===== src/ufc_defs.svh =====
// constants for the serial receive block with frame check and address match
// assumes inclusion by bare name from design files
`ifndef UFC_DEFS_SVH
`define UFC_DEFS_SVH

`define UFC_CLK_HZ       25000000
`define UFC_DIV_W        16
`define UFC_DIV_M2_FAST  16'h0020
`define UFC_DIV_M2_SLOW  16'h0040
`define UFC_CNT_W        4
`define UFC_OVS          4'hf
`define UFC_OVS_MID      4'h7
`define UFC_BITS_8       4'h8
`define UFC_BITS_9       4'h9
`define UFC_ADDR_RST     8'h00
`define UFC_MASK_RST     8'h00
`define UFC_BUF_DEPTH    2

`endif


===== src/ufc_pkg.sv =====
// types shared by the serial receive block modules
// assumes ufc_defs.svh sits on the include path
package ufc_pkg;
    typedef enum logic [1:0] {
        UFC_MODE_SHIFT,
        UFC_MODE_UART8,
        UFC_MODE_UART9F,
        UFC_MODE_UART9V
    } ufc_mode_e;

    typedef enum logic [2:0] {
        UFC_ST_IDLE,
        UFC_ST_START,
        UFC_ST_DATA,
        UFC_ST_STOP,
        UFC_ST_DONE
    } ufc_state_e;

    typedef logic [7:0] ufc_byte_t;
endpackage


===== src/ufc_stream_if.sv =====
// valid/ready word carrier between the receiver and its buffer
// assumes one clock shared by both ends
`timescale 1ns/1ps
interface ufc_stream_if;
    logic              valid;
    logic              ready;
    ufc_pkg::ufc_byte_t data;
    logic              ninth;
    modport src (output valid, output data, output ninth, input ready);
    modport snk (input valid, input data, input ninth, output ready);
endinterface


===== src/ufc_buf2.sv =====
// two-entry buffer with valid and ready on both sides, output muxed combinationally from the entry at the read pointer
// assumes same clock as the receiver; sink may stall at will
`timescale 1ns/1ps
`include "ufc_defs.svh"
module ufc_buf2 (
    // clock and reset
    input  wire logic               i_mclk,
    input  wire logic               i_rst,
    // fill side
    ufc_stream_if.snk               in_s,
    // drain side
    output logic                    o_valid,
    output ufc_pkg::ufc_byte_t      o_data,
    output logic                    o_ninth,
    input  wire logic               i_ready
);
    logic [8:0] mem_q [`UFC_BUF_DEPTH];
    logic       wp_q;
    logic       rp_q;
    logic [1:0] cnt_q;
    logic       push;
    logic       pop;
    logic [8:0] head;

    assign in_s.ready = (cnt_q != 2'(`UFC_BUF_DEPTH));
    assign push       = in_s.valid && in_s.ready;
    assign pop        = (cnt_q != 2'h0) && i_ready;
    assign head       = mem_q[rp_q];
    assign o_valid    = (cnt_q != 2'h0);
    assign o_data     = head[7:0];
    assign o_ninth    = head[8];

    always_ff @(posedge i_mclk) begin
        if (push) begin
            mem_q[wp_q] <= {in_s.ninth, in_s.data};
        end
    end

    always_ff @(posedge i_mclk) begin
        if (i_rst) begin
            wp_q  <= 1'b0;
            rp_q  <= 1'b0;
            cnt_q <= 2'h0;
        end else begin
            wp_q  <= wp_q ^ push;
            rp_q  <= rp_q ^ pop;
            cnt_q <= cnt_q + {1'b0, push} - {1'b0, pop};
        end
    end
endmodule


===== src/ufc_rx.sv =====
// receive side of a serial port with frame check and address recognition
// assumes baud ticks at 16x rate from outside for modes 1 and 3,
// a reset that is synchronous to i_mclk, and an rx pin from off chip
`timescale 1ns/1ps
`include "ufc_defs.svh"
module ufc_rx (
    // clock and reset
    input  wire logic               i_mclk,
    input  wire logic               i_rst,
    // serial line and baud
    input  wire logic               i_rxd,
    input  wire logic               i_baud_tick,
    input  wire logic               i_fast_m2,
    // control bits
    input  wire logic               i_frame_check_enable,
    input  wire logic               i_serial_mode_bit_hi_wr,
    input  wire logic               i_serial_mode_bit_lo,
    input  wire logic               i_multiproc_enable,
    input  wire logic               i_receive_enable,
    input  wire logic               i_top_bit_wr,
    input  wire logic               i_top_bit_wdata,
    input  wire logic               i_done_clear,
    // address registers
    input  wire logic               i_addr_wr,
    input  wire logic               i_mask_wr,
    input  wire ufc_pkg::ufc_byte_t i_wdata,
    // status
    output logic                    o_top_bit,
    output logic                    o_frame_error_flag,
    output logic                    o_receive_done_flag,
    output logic                    o_received_ninth_bit,
    output ufc_pkg::ufc_byte_t      o_own_address_reg,
    output ufc_pkg::ufc_byte_t      o_address_mask_reg,
    // received data stream
    output logic                    o_rx_valid,
    output ufc_pkg::ufc_byte_t      o_rx_data,
    input  wire logic               i_rx_ready
);
    ufc_pkg::ufc_state_e  st_q;
    ufc_pkg::ufc_mode_e   mode;
    ufc_pkg::ufc_byte_t   sh_q;
    ufc_pkg::ufc_byte_t   addr_q;
    ufc_pkg::ufc_byte_t   mask_q;
    ufc_pkg::ufc_byte_t   bcast;
    logic [`UFC_CNT_W-1:0] ovs_q;
    logic [`UFC_CNT_W-1:0] nbit_q;
    logic [`UFC_DIV_W-1:0] div_q;
    logic [2:0]           sync_q;
    logic                 rxd_q;
    logic                 m0_q;
    logic                 fe_q;
    logic                 ri_q;
    logic                 rb8_q;
    logic                 ninth_q;
    logic                 v_q;
    logic                 tick;
    logic                 m2_tick;
    logic                 sample;
    logic                 async_mode;
    logic                 nine_bit;
    logic                 chk_on;
    logic                 mp_on;
    logic                 given_hit;
    logic                 bcast_hit;
    logic                 addr_hit;
    logic                 stop_ok;
    logic                 accept;
    logic                 last_data;
    logic                 done_at_data;
    logic                 done_at_stop;
    logic                 frame_end;
    logic                 rb8_in;
    logic [`UFC_DIV_W-1:0] div_max;
    logic                 buf_valid;
    logic                 early_q;
    ufc_pkg::ufc_byte_t   buf_data;

    ufc_stream_if rx_s ();

    // pin synchroniser: change taken when second and third stage agree
    always_ff @(posedge i_mclk) begin
        if (i_rst) begin
            sync_q <= 3'h7;
            rxd_q  <= 1'b1;
        end else begin
            sync_q <= {sync_q[1:0], i_rxd};
            if (sync_q[1] == sync_q[2]) begin
                rxd_q <= sync_q[2];
            end
        end
    end

    assign mode       = ufc_pkg::ufc_mode_e'({m0_q, i_serial_mode_bit_lo});
    assign async_mode = (mode != ufc_pkg::UFC_MODE_SHIFT);
    assign nine_bit   = mode[1];
    assign chk_on     = i_frame_check_enable && async_mode;
    assign mp_on      = i_multiproc_enable && async_mode;

    // mode 2 fixed rate, other async modes use external tick
    assign div_max = i_fast_m2 ? `UFC_DIV_M2_FAST : `UFC_DIV_M2_SLOW;
    // >= so a rate switch mid-count cannot overrun the divider
    assign m2_tick = (div_q >= div_max);
    assign tick    = (mode == ufc_pkg::UFC_MODE_UART9F) ? m2_tick
                                                        : i_baud_tick;
    assign sample  = tick && (ovs_q == `UFC_OVS);

    always_ff @(posedge i_mclk) begin
        if (i_rst || m2_tick) begin
            div_q <= '0;
        end else begin
            div_q <= div_q + 1'b1;
        end
    end

    assign bcast     = addr_q | mask_q;
    assign given_hit = (((sh_q ^ addr_q) & mask_q) == 8'h00);
    assign bcast_hit = (((sh_q ^ bcast) & bcast) == 8'h00);
    assign addr_hit  = given_hit || bcast_hit;

    assign stop_ok   = rxd_q;
    // ninth bit is stop bit in mode 1
    assign rb8_in    = nine_bit ? ninth_q : stop_ok;
    assign accept    = !mp_on || (rb8_in && addr_hit &&
                       (nine_bit || stop_ok));
    assign last_data = (st_q == ufc_pkg::UFC_ST_DATA) && sample &&
                       (nbit_q == (nine_bit ? `UFC_BITS_9 : `UFC_BITS_8)
                        - 1'b1);
    assign done_at_data = last_data && !chk_on && !nine_bit && !mp_on;
    assign done_at_stop = (st_q == ufc_pkg::UFC_ST_STOP) && sample;
    assign frame_end    = done_at_stop;

    always_ff @(posedge i_mclk) begin
        if (i_rst) begin
            st_q    <= ufc_pkg::UFC_ST_IDLE;
            ovs_q   <= '0;
            nbit_q  <= '0;
            sh_q    <= `UFC_ADDR_RST;
            ninth_q <= 1'b0;
        end else begin
            if (tick) begin
                ovs_q <= ovs_q + 1'b1;
            end
            case (st_q)
                ufc_pkg::UFC_ST_IDLE: begin
                    if (!rxd_q && i_receive_enable && async_mode) begin
                        st_q  <= ufc_pkg::UFC_ST_START;
                        ovs_q <= `UFC_OVS_MID;
                    end
                end
                ufc_pkg::UFC_ST_START: begin
                    if (sample) begin
                        st_q   <= rxd_q ? ufc_pkg::UFC_ST_IDLE
                                        : ufc_pkg::UFC_ST_DATA;
                        nbit_q <= '0;
                    end
                end
                ufc_pkg::UFC_ST_DATA: begin
                    if (sample) begin
                        if (nbit_q < `UFC_BITS_8) begin
                            sh_q <= {rxd_q, sh_q[7:1]};
                        end else begin
                            ninth_q <= rxd_q;
                        end
                        nbit_q <= nbit_q + 1'b1;
                        if (last_data) begin
                            st_q <= ufc_pkg::UFC_ST_STOP;
                        end
                    end
                end
                ufc_pkg::UFC_ST_STOP: begin
                    if (sample) begin
                        st_q <= ufc_pkg::UFC_ST_DONE;
                    end
                end
                default: begin
                    if (rxd_q) begin
                        st_q <= ufc_pkg::UFC_ST_IDLE;
                    end
                end
            endcase
        end
    end

    always_ff @(posedge i_mclk) begin
        if (i_rst) begin
            addr_q <= `UFC_ADDR_RST;
            mask_q <= `UFC_MASK_RST;
        end else begin
            if (i_addr_wr) begin
                addr_q <= i_wdata;
            end
            if (i_mask_wr) begin
                mask_q <= i_wdata;
            end
        end
    end

    // flags; frame error set wins over software write, but i_done_clear wins over a new done while ri_q is set
    always_ff @(posedge i_mclk) begin
        if (i_rst) begin
            fe_q  <= 1'b0;
            m0_q  <= 1'b0;
            ri_q  <= 1'b0;
            rb8_q <= 1'b0;
            v_q   <= 1'b0;
            early_q <= 1'b0;
        end else begin
            v_q <= 1'b0;
            if (i_top_bit_wr && i_frame_check_enable) begin
                fe_q <= i_top_bit_wdata;
            end
            if (i_top_bit_wr && !i_frame_check_enable) begin
                m0_q <= i_top_bit_wdata;
            end
            if (i_serial_mode_bit_hi_wr) begin
                m0_q <= i_top_bit_wdata;
            end
            if (done_at_stop && chk_on && !stop_ok) begin
                fe_q <= 1'b1;
            end
            if (i_done_clear) begin
                ri_q <= 1'b0;
            end
            // stop bit lands after early done
            if (early_q && frame_end) begin
                rb8_q   <= stop_ok;
                early_q <= 1'b0;
            end
            if ((done_at_data || (frame_end && !(!chk_on && !nine_bit
                 && !mp_on))) && accept && !ri_q) begin
                ri_q  <= 1'b1;
                rb8_q <= rb8_in;
                v_q   <= 1'b1;
                early_q <= done_at_data;
            end
        end
    end

    assign rx_s.valid = v_q;
    assign rx_s.data  = sh_q;
    assign rx_s.ninth = rb8_in;

    ufc_buf2 u_buf (
        .i_mclk  (i_mclk),
        .i_rst   (i_rst),
        .in_s    (rx_s),
        .o_valid (buf_valid),
        .o_data  (buf_data),
        .o_ninth (),
        .i_ready (!o_rx_valid)
    );

    // registered outputs
    always_ff @(posedge i_mclk) begin
        if (i_rst) begin
            o_rx_valid           <= 1'b0;
            o_rx_data            <= 8'h00;
            o_top_bit            <= 1'b0;
            o_frame_error_flag   <= 1'b0;
            o_receive_done_flag  <= 1'b0;
            o_received_ninth_bit <= 1'b0;
            o_own_address_reg    <= `UFC_ADDR_RST;
            o_address_mask_reg   <= `UFC_MASK_RST;
        end else begin
            if (buf_valid && !o_rx_valid) begin
                o_rx_valid <= 1'b1;
                o_rx_data  <= buf_data;
            end else if (i_rx_ready) begin
                o_rx_valid <= 1'b0;
            end
            o_top_bit            <= i_frame_check_enable ? fe_q : m0_q;
            o_frame_error_flag   <= fe_q;
            o_receive_done_flag  <= ri_q;
            o_received_ninth_bit <= rb8_q;
            o_own_address_reg    <= addr_q;
            o_address_mask_reg   <= mask_q;
        end
    end
endmodule


===== config.mk =====
export PLATFORM = sky130hd
export DESIGN_NAME = ufc_rx
export DESIGN_NICKNAME = d
export VERILOG_FILES = /design/src/ufc_pkg.sv /design/src/ufc_stream_if.sv /design/src/ufc_buf2.sv /design/src/ufc_rx.sv
export VERILOG_INCLUDE_DIRS = /design/src /design/src/src
export SDC_FILE = /design/constraint.sdc
export NUM_CORES = 1
export LEC_CHECK = 0
export BUFFER_PORTS_ARGS = -buffer_cell sky130_fd_sc_hd__buf_4
export CAP_MARGIN = 10
export CORE_MARGIN = 4
export CORE_UTILIZATION = 30
export CTS_BUF_LIST = sky130_fd_sc_hd__clkbuf_8
export CTS_CLUSTER_DIAMETER = 50
export DETAILED_ROUTE_END_ITERATION = 8
export GPL_TIMING_DRIVEN = 0
export PLACE_DENSITY = 0.48
export SYNTH_ARGS = -nofsm -noshare
export SYNTH_HDL_FRONTEND = slang
export SYNTH_SLANG_ARGS = --single-unit
export TNS_END_PERCENT = 1

===== constraint.sdc =====
create_clock -name i_mclk -period 2.4 [get_ports i_mclk]
set_input_delay 0.12 -clock i_mclk [delete_from_list [all_inputs] [get_ports i_mclk]]
set_output_delay 0.12 -clock i_mclk [all_outputs]
set_load 0.01 [all_outputs]

==> metrics.txt, run 1 <==
status complete, no violations; Power Density 717 mW/mm^2; worst setup path class reg -> reg; total CTS buffers 9; vias in the first global route 3002; Mapped Avg Cell Area 10.4 um^2; crit path from div_q[6]; fin crit period 2.26 ns; register area share after synthesis 55.4%; # IOs 53; clock tree buffer depth 2; Rel. slew slack 55.1%; per-cell routed wire length 13.7 um; area share of the largest cell type after synthesis 44.2%; Min Hold Slack 0.0357 ns; initial core utilization 30.8%; number of core rows 43; first-pass GRT wire length 15200 um; ANT nets after route 0; actual slew at the worst max-slew pin 0.672 ns; Min-Delay Path Class in -> reg; final design utilization 37.2%; warnings from Yosys 0; number of synthesized flops with an enable pin 16; FF-to-FF path depth 8; via count 3065; crit path to rx_s.data[3]; worst path bufs/invs 1; Synth area leaders dfxtp_1 (44%), edfxtp_1 (11%), mux2i_1 (8.4%); combinational power share 17.4%; top flop regs div_q: 16 flops, u_buf.mem_q: 16 flops; CTS tree yes; crit-path cells ha_1, nor2b_1, nor4b_2, a211oi_1, and2_1, buf_6, mux2i_1, nor2_1; Die X 128 um; clock power share 27.1%; Final Power 3.73 mW; fin crit share 94.0%; crit path max fanout 8; Die H 128 um; DP Wirelength 6670 um; initial antenna violation count 0; Fin. Hold Viols 0; Clock Skews 0.0125 ns; switch share 28.1%; Worst-Skew Late Latency 0.39 ns; Root Buffer Master clkbuf_8; fmax 443 MHz; pin count of the biggest net entering global routing 19; Initial DRC Count 131; Layout area overhead 21.0%; RD Place Congestion 0.754; Internal Power 2.68 mW; total negative slack 0 ns; final wirelength 9280 um; CP max stage delay 0.52 ns; Synth area leader dfxtp_1; Synth Register Bits 111; Synth Instances 412; placed inst area 0.00492 mm^2; RSZ-0062 raised after global routing yes; CP Capture Type register; Largest delay share family, worst path simple AND/OR/NAND/NOR gates; clock slew at reported path FFs 0.10 ns; CP max stage cell nor4b_2; flop-to-flop setup slack 0.14 ns; most frequent cells in the layout dfxtp_1 (95), nor2_1 (72), buf_4 (49); I/O Buffers 49; r2r startpoint div_q[6]; H-Tree Depth 3; TritonCTS Sinks 111; Core Area 0.0140 mm^2; endpoints failing setup 0; maxcap violations 0; Die ar. 0.0163 mm^2; Unique masters post-synth 50; Synth async-reset ratio 0%; Levels on crit path 8; CP startpoint kind register; layout cell share with drive strength beyond 1 15.4%; Leakage Power 2.04 nW; total grt overflow 0; Sw Pwr 1.05 mW; Flop pwr share 55.5%; VDD IR max 0.000302 V; gr usage total 11.9%; Critical Path AT 2.53 ns; fin. max-slew vios 0; Post-Layout Inst Area 0.00520 mm^2; worst r2r dst rx_s.data[3]; # diodes 0; layout net count 524; commonest non-fill, non-tap cell in the layout dfxtp_1; DRC 0; # Post-CTS Setup Buffers 0; Main synth FF type dfxtp_1; drt first pass iters 4; Vias/cell 4.54; critical path required time 2.67 ns; mapped cell area 0.00430 mm^2
## cell families (layout without fill, tap and decap cells)
logic type | count (synthesis) | after routing | synth area share, %
simple gates | 143 | 143 | 16.4
flops | 111 | 111 | 55.4
compound gates | 62 | 62 | 10.1
mux | 36 | 36 | 8.37
buf+inv | 29 | 105 | 2.70
xor+xnor | 20 | 20 | 4.07
fa+ha+maj | 10 | 10 | 2.91
other cells | 1 | 8 | 0.0872
## synth_stat cells, types with 2 or more instances
library cell / count
nand3_1: 6
nor3_1: 7
dfxtp_1: 95
mux2i_1: 36
or2_2: 5
nand2_1: 11
and3_1: 3
edfxtp_1: 16
clkbuf_1: 14
a21oi_1: 18
nand4_1: 3
nor2b_1: 22
o22ai_1: 4
xnor2_1: 6
a31oi_1: 5
xor2_1: 14
a211oi_1: 9
ha_1: 10
a22oi_1: 5
nor2_1: 73
buf_1: 2
inv_1: 12
o21ai_0: 7
nor4_1: 3
## cell type report
type	instances	area [um^2]
buffer	17	71.3
clock inverter	7	42.5
tap	180	225
clock buffer	9	124
inverter	12	45.0
fill	1456	8780
multi-input combinational	279	1840
timing repair buffer	60	478
sequential	111	2380
## per-layer routing
| layer | up-vias | track usage [%] | share of wire (%) |
|---|---|---|---|
| li1 | 1570 | - | - |
| met1 | 1424 | 16.1 | 51 |
| met2 | 56 | 18.1 | 43 |
| met3 | 15 | 2.58 | 4.0 |
| met4 | 0 | 5.62 | 2.1 |
| met5 | - | 0 | 0 |
## worst min path at each step
stage,start,to,slack (ns),depth (start not counted)
detailed placement,i_rxd,sync_q[0],0.31,2
global placement,i_rxd,sync_q[0],0.31,2
floorplan,i_rxd,sync_q[0],0.22,1
finish,i_frame_check_enable,o_top_bit,0.04,3
CTS,i_frame_check_enable,o_top_bit,0.01,3
global route,i_frame_check_enable,o_top_bit,0.06,3
## timing repair
item,in CTS,in global routing
hold buffers,11,0
hold endpoints to repair,19,0
gates resized for setup,1,1
pin swaps,0,0
endpoints found under the setup margin,1,5
## worst reg2reg max path: cells and delay by family, from the launching register on
kind	cells	cell delay, ns
buffers and inverters	1	0.15
muxes	1	0.16
and+or+nand+nor	4	0.94
DFF	1	0.39
AOI/OAI and AO/OA	1	0.22
adders and majority gates	1	0.29
## through the flow
step | instances | setup WS (ns)
2_1_floorplan | 419 | 0.396
3_3_place_gp | 648 | 0.0363
3_5_place_dp | 648 | 0.0213
4_1_cts | 675 | 0.0642
5_1_grt | 675 | -0.0184
6_report | 675 | 0.143
## power by group through the flow
stage	logic (mW)	clock network (mW)	registers, mW
floorplan	0.373	0	2.14
global placement	0.630	0	2.11
detailed placement	0.642	0	2.12
CTS	0.663	1.06	2.08
global route	0.736	1.13	2.09
finish	0.649	1.01	2.07
(Power assumes the default switching activity.)
==> inputs of run 2 (changes only) <==
--- a/config.mk
+++ b/config.mk
@@ -15,7 +15,9 @@
 export DETAILED_ROUTE_END_ITERATION = 8
 export GPL_TIMING_DRIVEN = 0
 export PLACE_DENSITY = 0.48
+export REMOVE_ABC_BUFFERS = 1
 export SYNTH_ARGS = -nofsm -noshare
 export SYNTH_HDL_FRONTEND = slang
+export SYNTH_HIERARCHICAL = 1
 export SYNTH_SLANG_ARGS = --single-unit
 export TNS_END_PERCENT = 1
==> run 2 against run 1 <==
Compared with the run above:
- global-route usage decreased by 0.63 points
- flip-flop and latch count unchanged
- area after synthesis grew 2.4%
- critical endpoint is now ovs_q[3]
- die area grew 2.3%
- core utilization shrank 0.68 points
- via count increased by 1.1%
- critical path type unchanged
==> metrics.txt, run 2 <==
RD Place Congestion 0.752 (-0.38%); fin. max-slew vios 0 (unchanged); DRC 0 (unchanged); Worst Hold Depth 3 (unchanged); Die H 129 um (+1.1%); Rel. slew slack 44.3% (-11 points); Clock Skews 0.00927 ns (-0.00319 ns); vias in the first global route 2990 (-0.40%); Die ar. 0.0167 mm^2 (+2.3%); crit-path cells inv_1, ha_1, nand4bb_1, o21ai_4, o22ai_2, or3_1, a221oi_2; crit path max fanout 6 (-2); Reg area 0.00238 mm^2 (unchanged); Core Area 0.0145 mm^2 (+3.5%); Critical Path AT 2.35 ns (-0.18 ns); fmax 486 MHz (+9.8%); Fin. Hold Viols 0 (unchanged); Power Density 666 mW/mm^2 (-7.2%); Leakage Power 2.12 nW (+3.9%); Vias/cell 4.56 (+0.48%); layout net count 522 (-0.38%); clock slew at reported path FFs 0.11 ns (about the same); CP Capture Type register; # IOs 53 (unchanged); top flop regs div_q: 16 flops, u_buf/mem_q: 16 flops; Levels on crit path 7 (-1); mapped cell area 0.00441 mm^2 (+2.4%); status complete, no violations; initial core utilization 30.4% (-0.32 points); Multi-input gate area 0.00195 mm^2 (+6.0%); number of core rows 44 (+2.3%); CP max stage cell dfxtp_1; layout cell share with drive strength beyond 1 18.0% (+2.6 points); per-cell routed wire length 13.3 um (-3.1%); ANT nets after route 0 (unchanged); Largest delay share family, worst path compound AO/OA/AOI/OAI gates; Min Hold Slack 0.0287 ns (-0.00702 ns); drt first pass iters 4 (unchanged); CTS tree yes; CP max stage delay 0.41 ns (-0.11 ns); actual slew at the worst max-slew pin 0.829 ns (+0.157 ns); fin crit period 2.06 ns (-0.201 ns); VDD IR max 0.000338 V (+12%); clock tree buffer depth 2 (unchanged); Initial DRC Count 158 (+21%); H-Tree Depth 3 (unchanged); Mapped Avg Cell Area 10.3 um^2 (-1.4%); most frequent cells in the layout dfxtp_1 (95), buf_4 (52), nor2_1 (44); I/O Buffers 52 (+6.1%); Layout fillers 1464 (+0.55%); TritonCTS Sinks 111 (unchanged); Root Buffer Master clkbuf_8; RSZ-0062 raised after global routing no; warnings from Yosys 6 (+6); commonest non-fill, non-tap cell in the layout dfxtp_1; Worst-Skew Late Latency 0.37 ns (-0.02 ns); worst setup path class reg -> reg; CP startpoint kind register; via count 3098 (+1.1%); total CTS buffers 9 (unchanged); initial antenna violation count 0 (unchanged); maxcap violations 0 (unchanged); final wirelength 9040 um (-2.5%); gr usage total 11.3% (-0.63 points); total grt overflow 0 (unchanged); DP Wirelength 6250 um (-6.3%); Synth Instances 428 (+3.9%); endpoints failing setup 0 (unchanged); Die X 129 um (+1.1%); Min-Delay Path Class in -> reg; worst path bufs/invs 1 (unchanged); Layout area overhead 20.0%; # diodes 0 (unchanged); FF-to-FF path depth 7 (-1); post-place setup slack -0.0672 ns (-0.0886 ns); # Post-CTS Setup Buffers 0 (unchanged); first-pass GRT wire length 14900 um (-2.3%); pin count of the biggest net entering global routing 84 (+65); Worst Setup Slack, final 0.344 ns (+0.201 ns); critical path required time 2.69 ns (+0.02 ns); fin crit share 85.7% (-8.4 points)
-- run 2: per-layer routing --
layer  up-vias  GRT usage [%]  wire, um
li1       1622              -         -
met5         -              0         0
met1      1421           15.4      4410
met3         5           3.50       343
met4         0           3.15        94
met2        50           17.3      4200
-- run 2: area by class of cell --
class | instances | share of cell area, %
clock inverters | 6 | 1.02
clock buffers | 10 | 2.60
repair buffers | 63 | 9.46
multi-input cells | 295 | 36.8
inverters | 10 | 0.710
well taps | 184 | 4.35
flip-flops and latches | 111 | 45.0
-- run 2: worst paths after layout --
check	from	end	slack [ns]
max	div_q[5]	ovs_q[3]	0.34
min	i_done_clear	ri_q	0.03
max reg2reg	div_q[5]	ovs_q[3]	0.34
min reg2reg	sync_q[0]	sync_q[1]	0.42
-- run 2: power breakdown --
part	leakage (nW)	total, mW	switching [mW]	internal, mW
clock network	0.0973	1.09	0.664	0.423
logic	1.07	0.399	0.199	0.200
registers	0.952	2.04	0.0839	1.95
total	2.12	3.52	0.947	2.57
-- run 2: what timing repair did --
action,4_1_cts,5_1_grt
endpoints found under the setup margin,3,12
hold buffers,11,0
endpoints found under the hold margin,19,0
resized for setup,1,2
-- run 2: tightest hold or removal path, delay by kind of cell --
| kind | cells | cell delay, ns |
|---|---|---|
| AOI/OAI and AO/OA | 1 | 0.06 |
| buffers and inverters | 1 | 0.08 |
| and+or+nand+nor | 1 | 0.10 |
-- run 2: through the flow --
stage / setup TNS (ns) / total power, mW / utilization (%) / std cells / instance area [um^2]
finish: 0 / 3.52 / 36.5 / 679 / 5290
CTS: 0 / 3.59 / 36.5 / 679 / 5280
global placement: -0.00496 / 2.46 / 34.4 / 652 / 4980
floorplan: 0 / 2.31 / - / 416 / 4360
detailed placement: -0.134 / 2.47 / 34.4 / 652 / 4980
global route: 0 / 3.72 / 36.5 / 679 / 5290
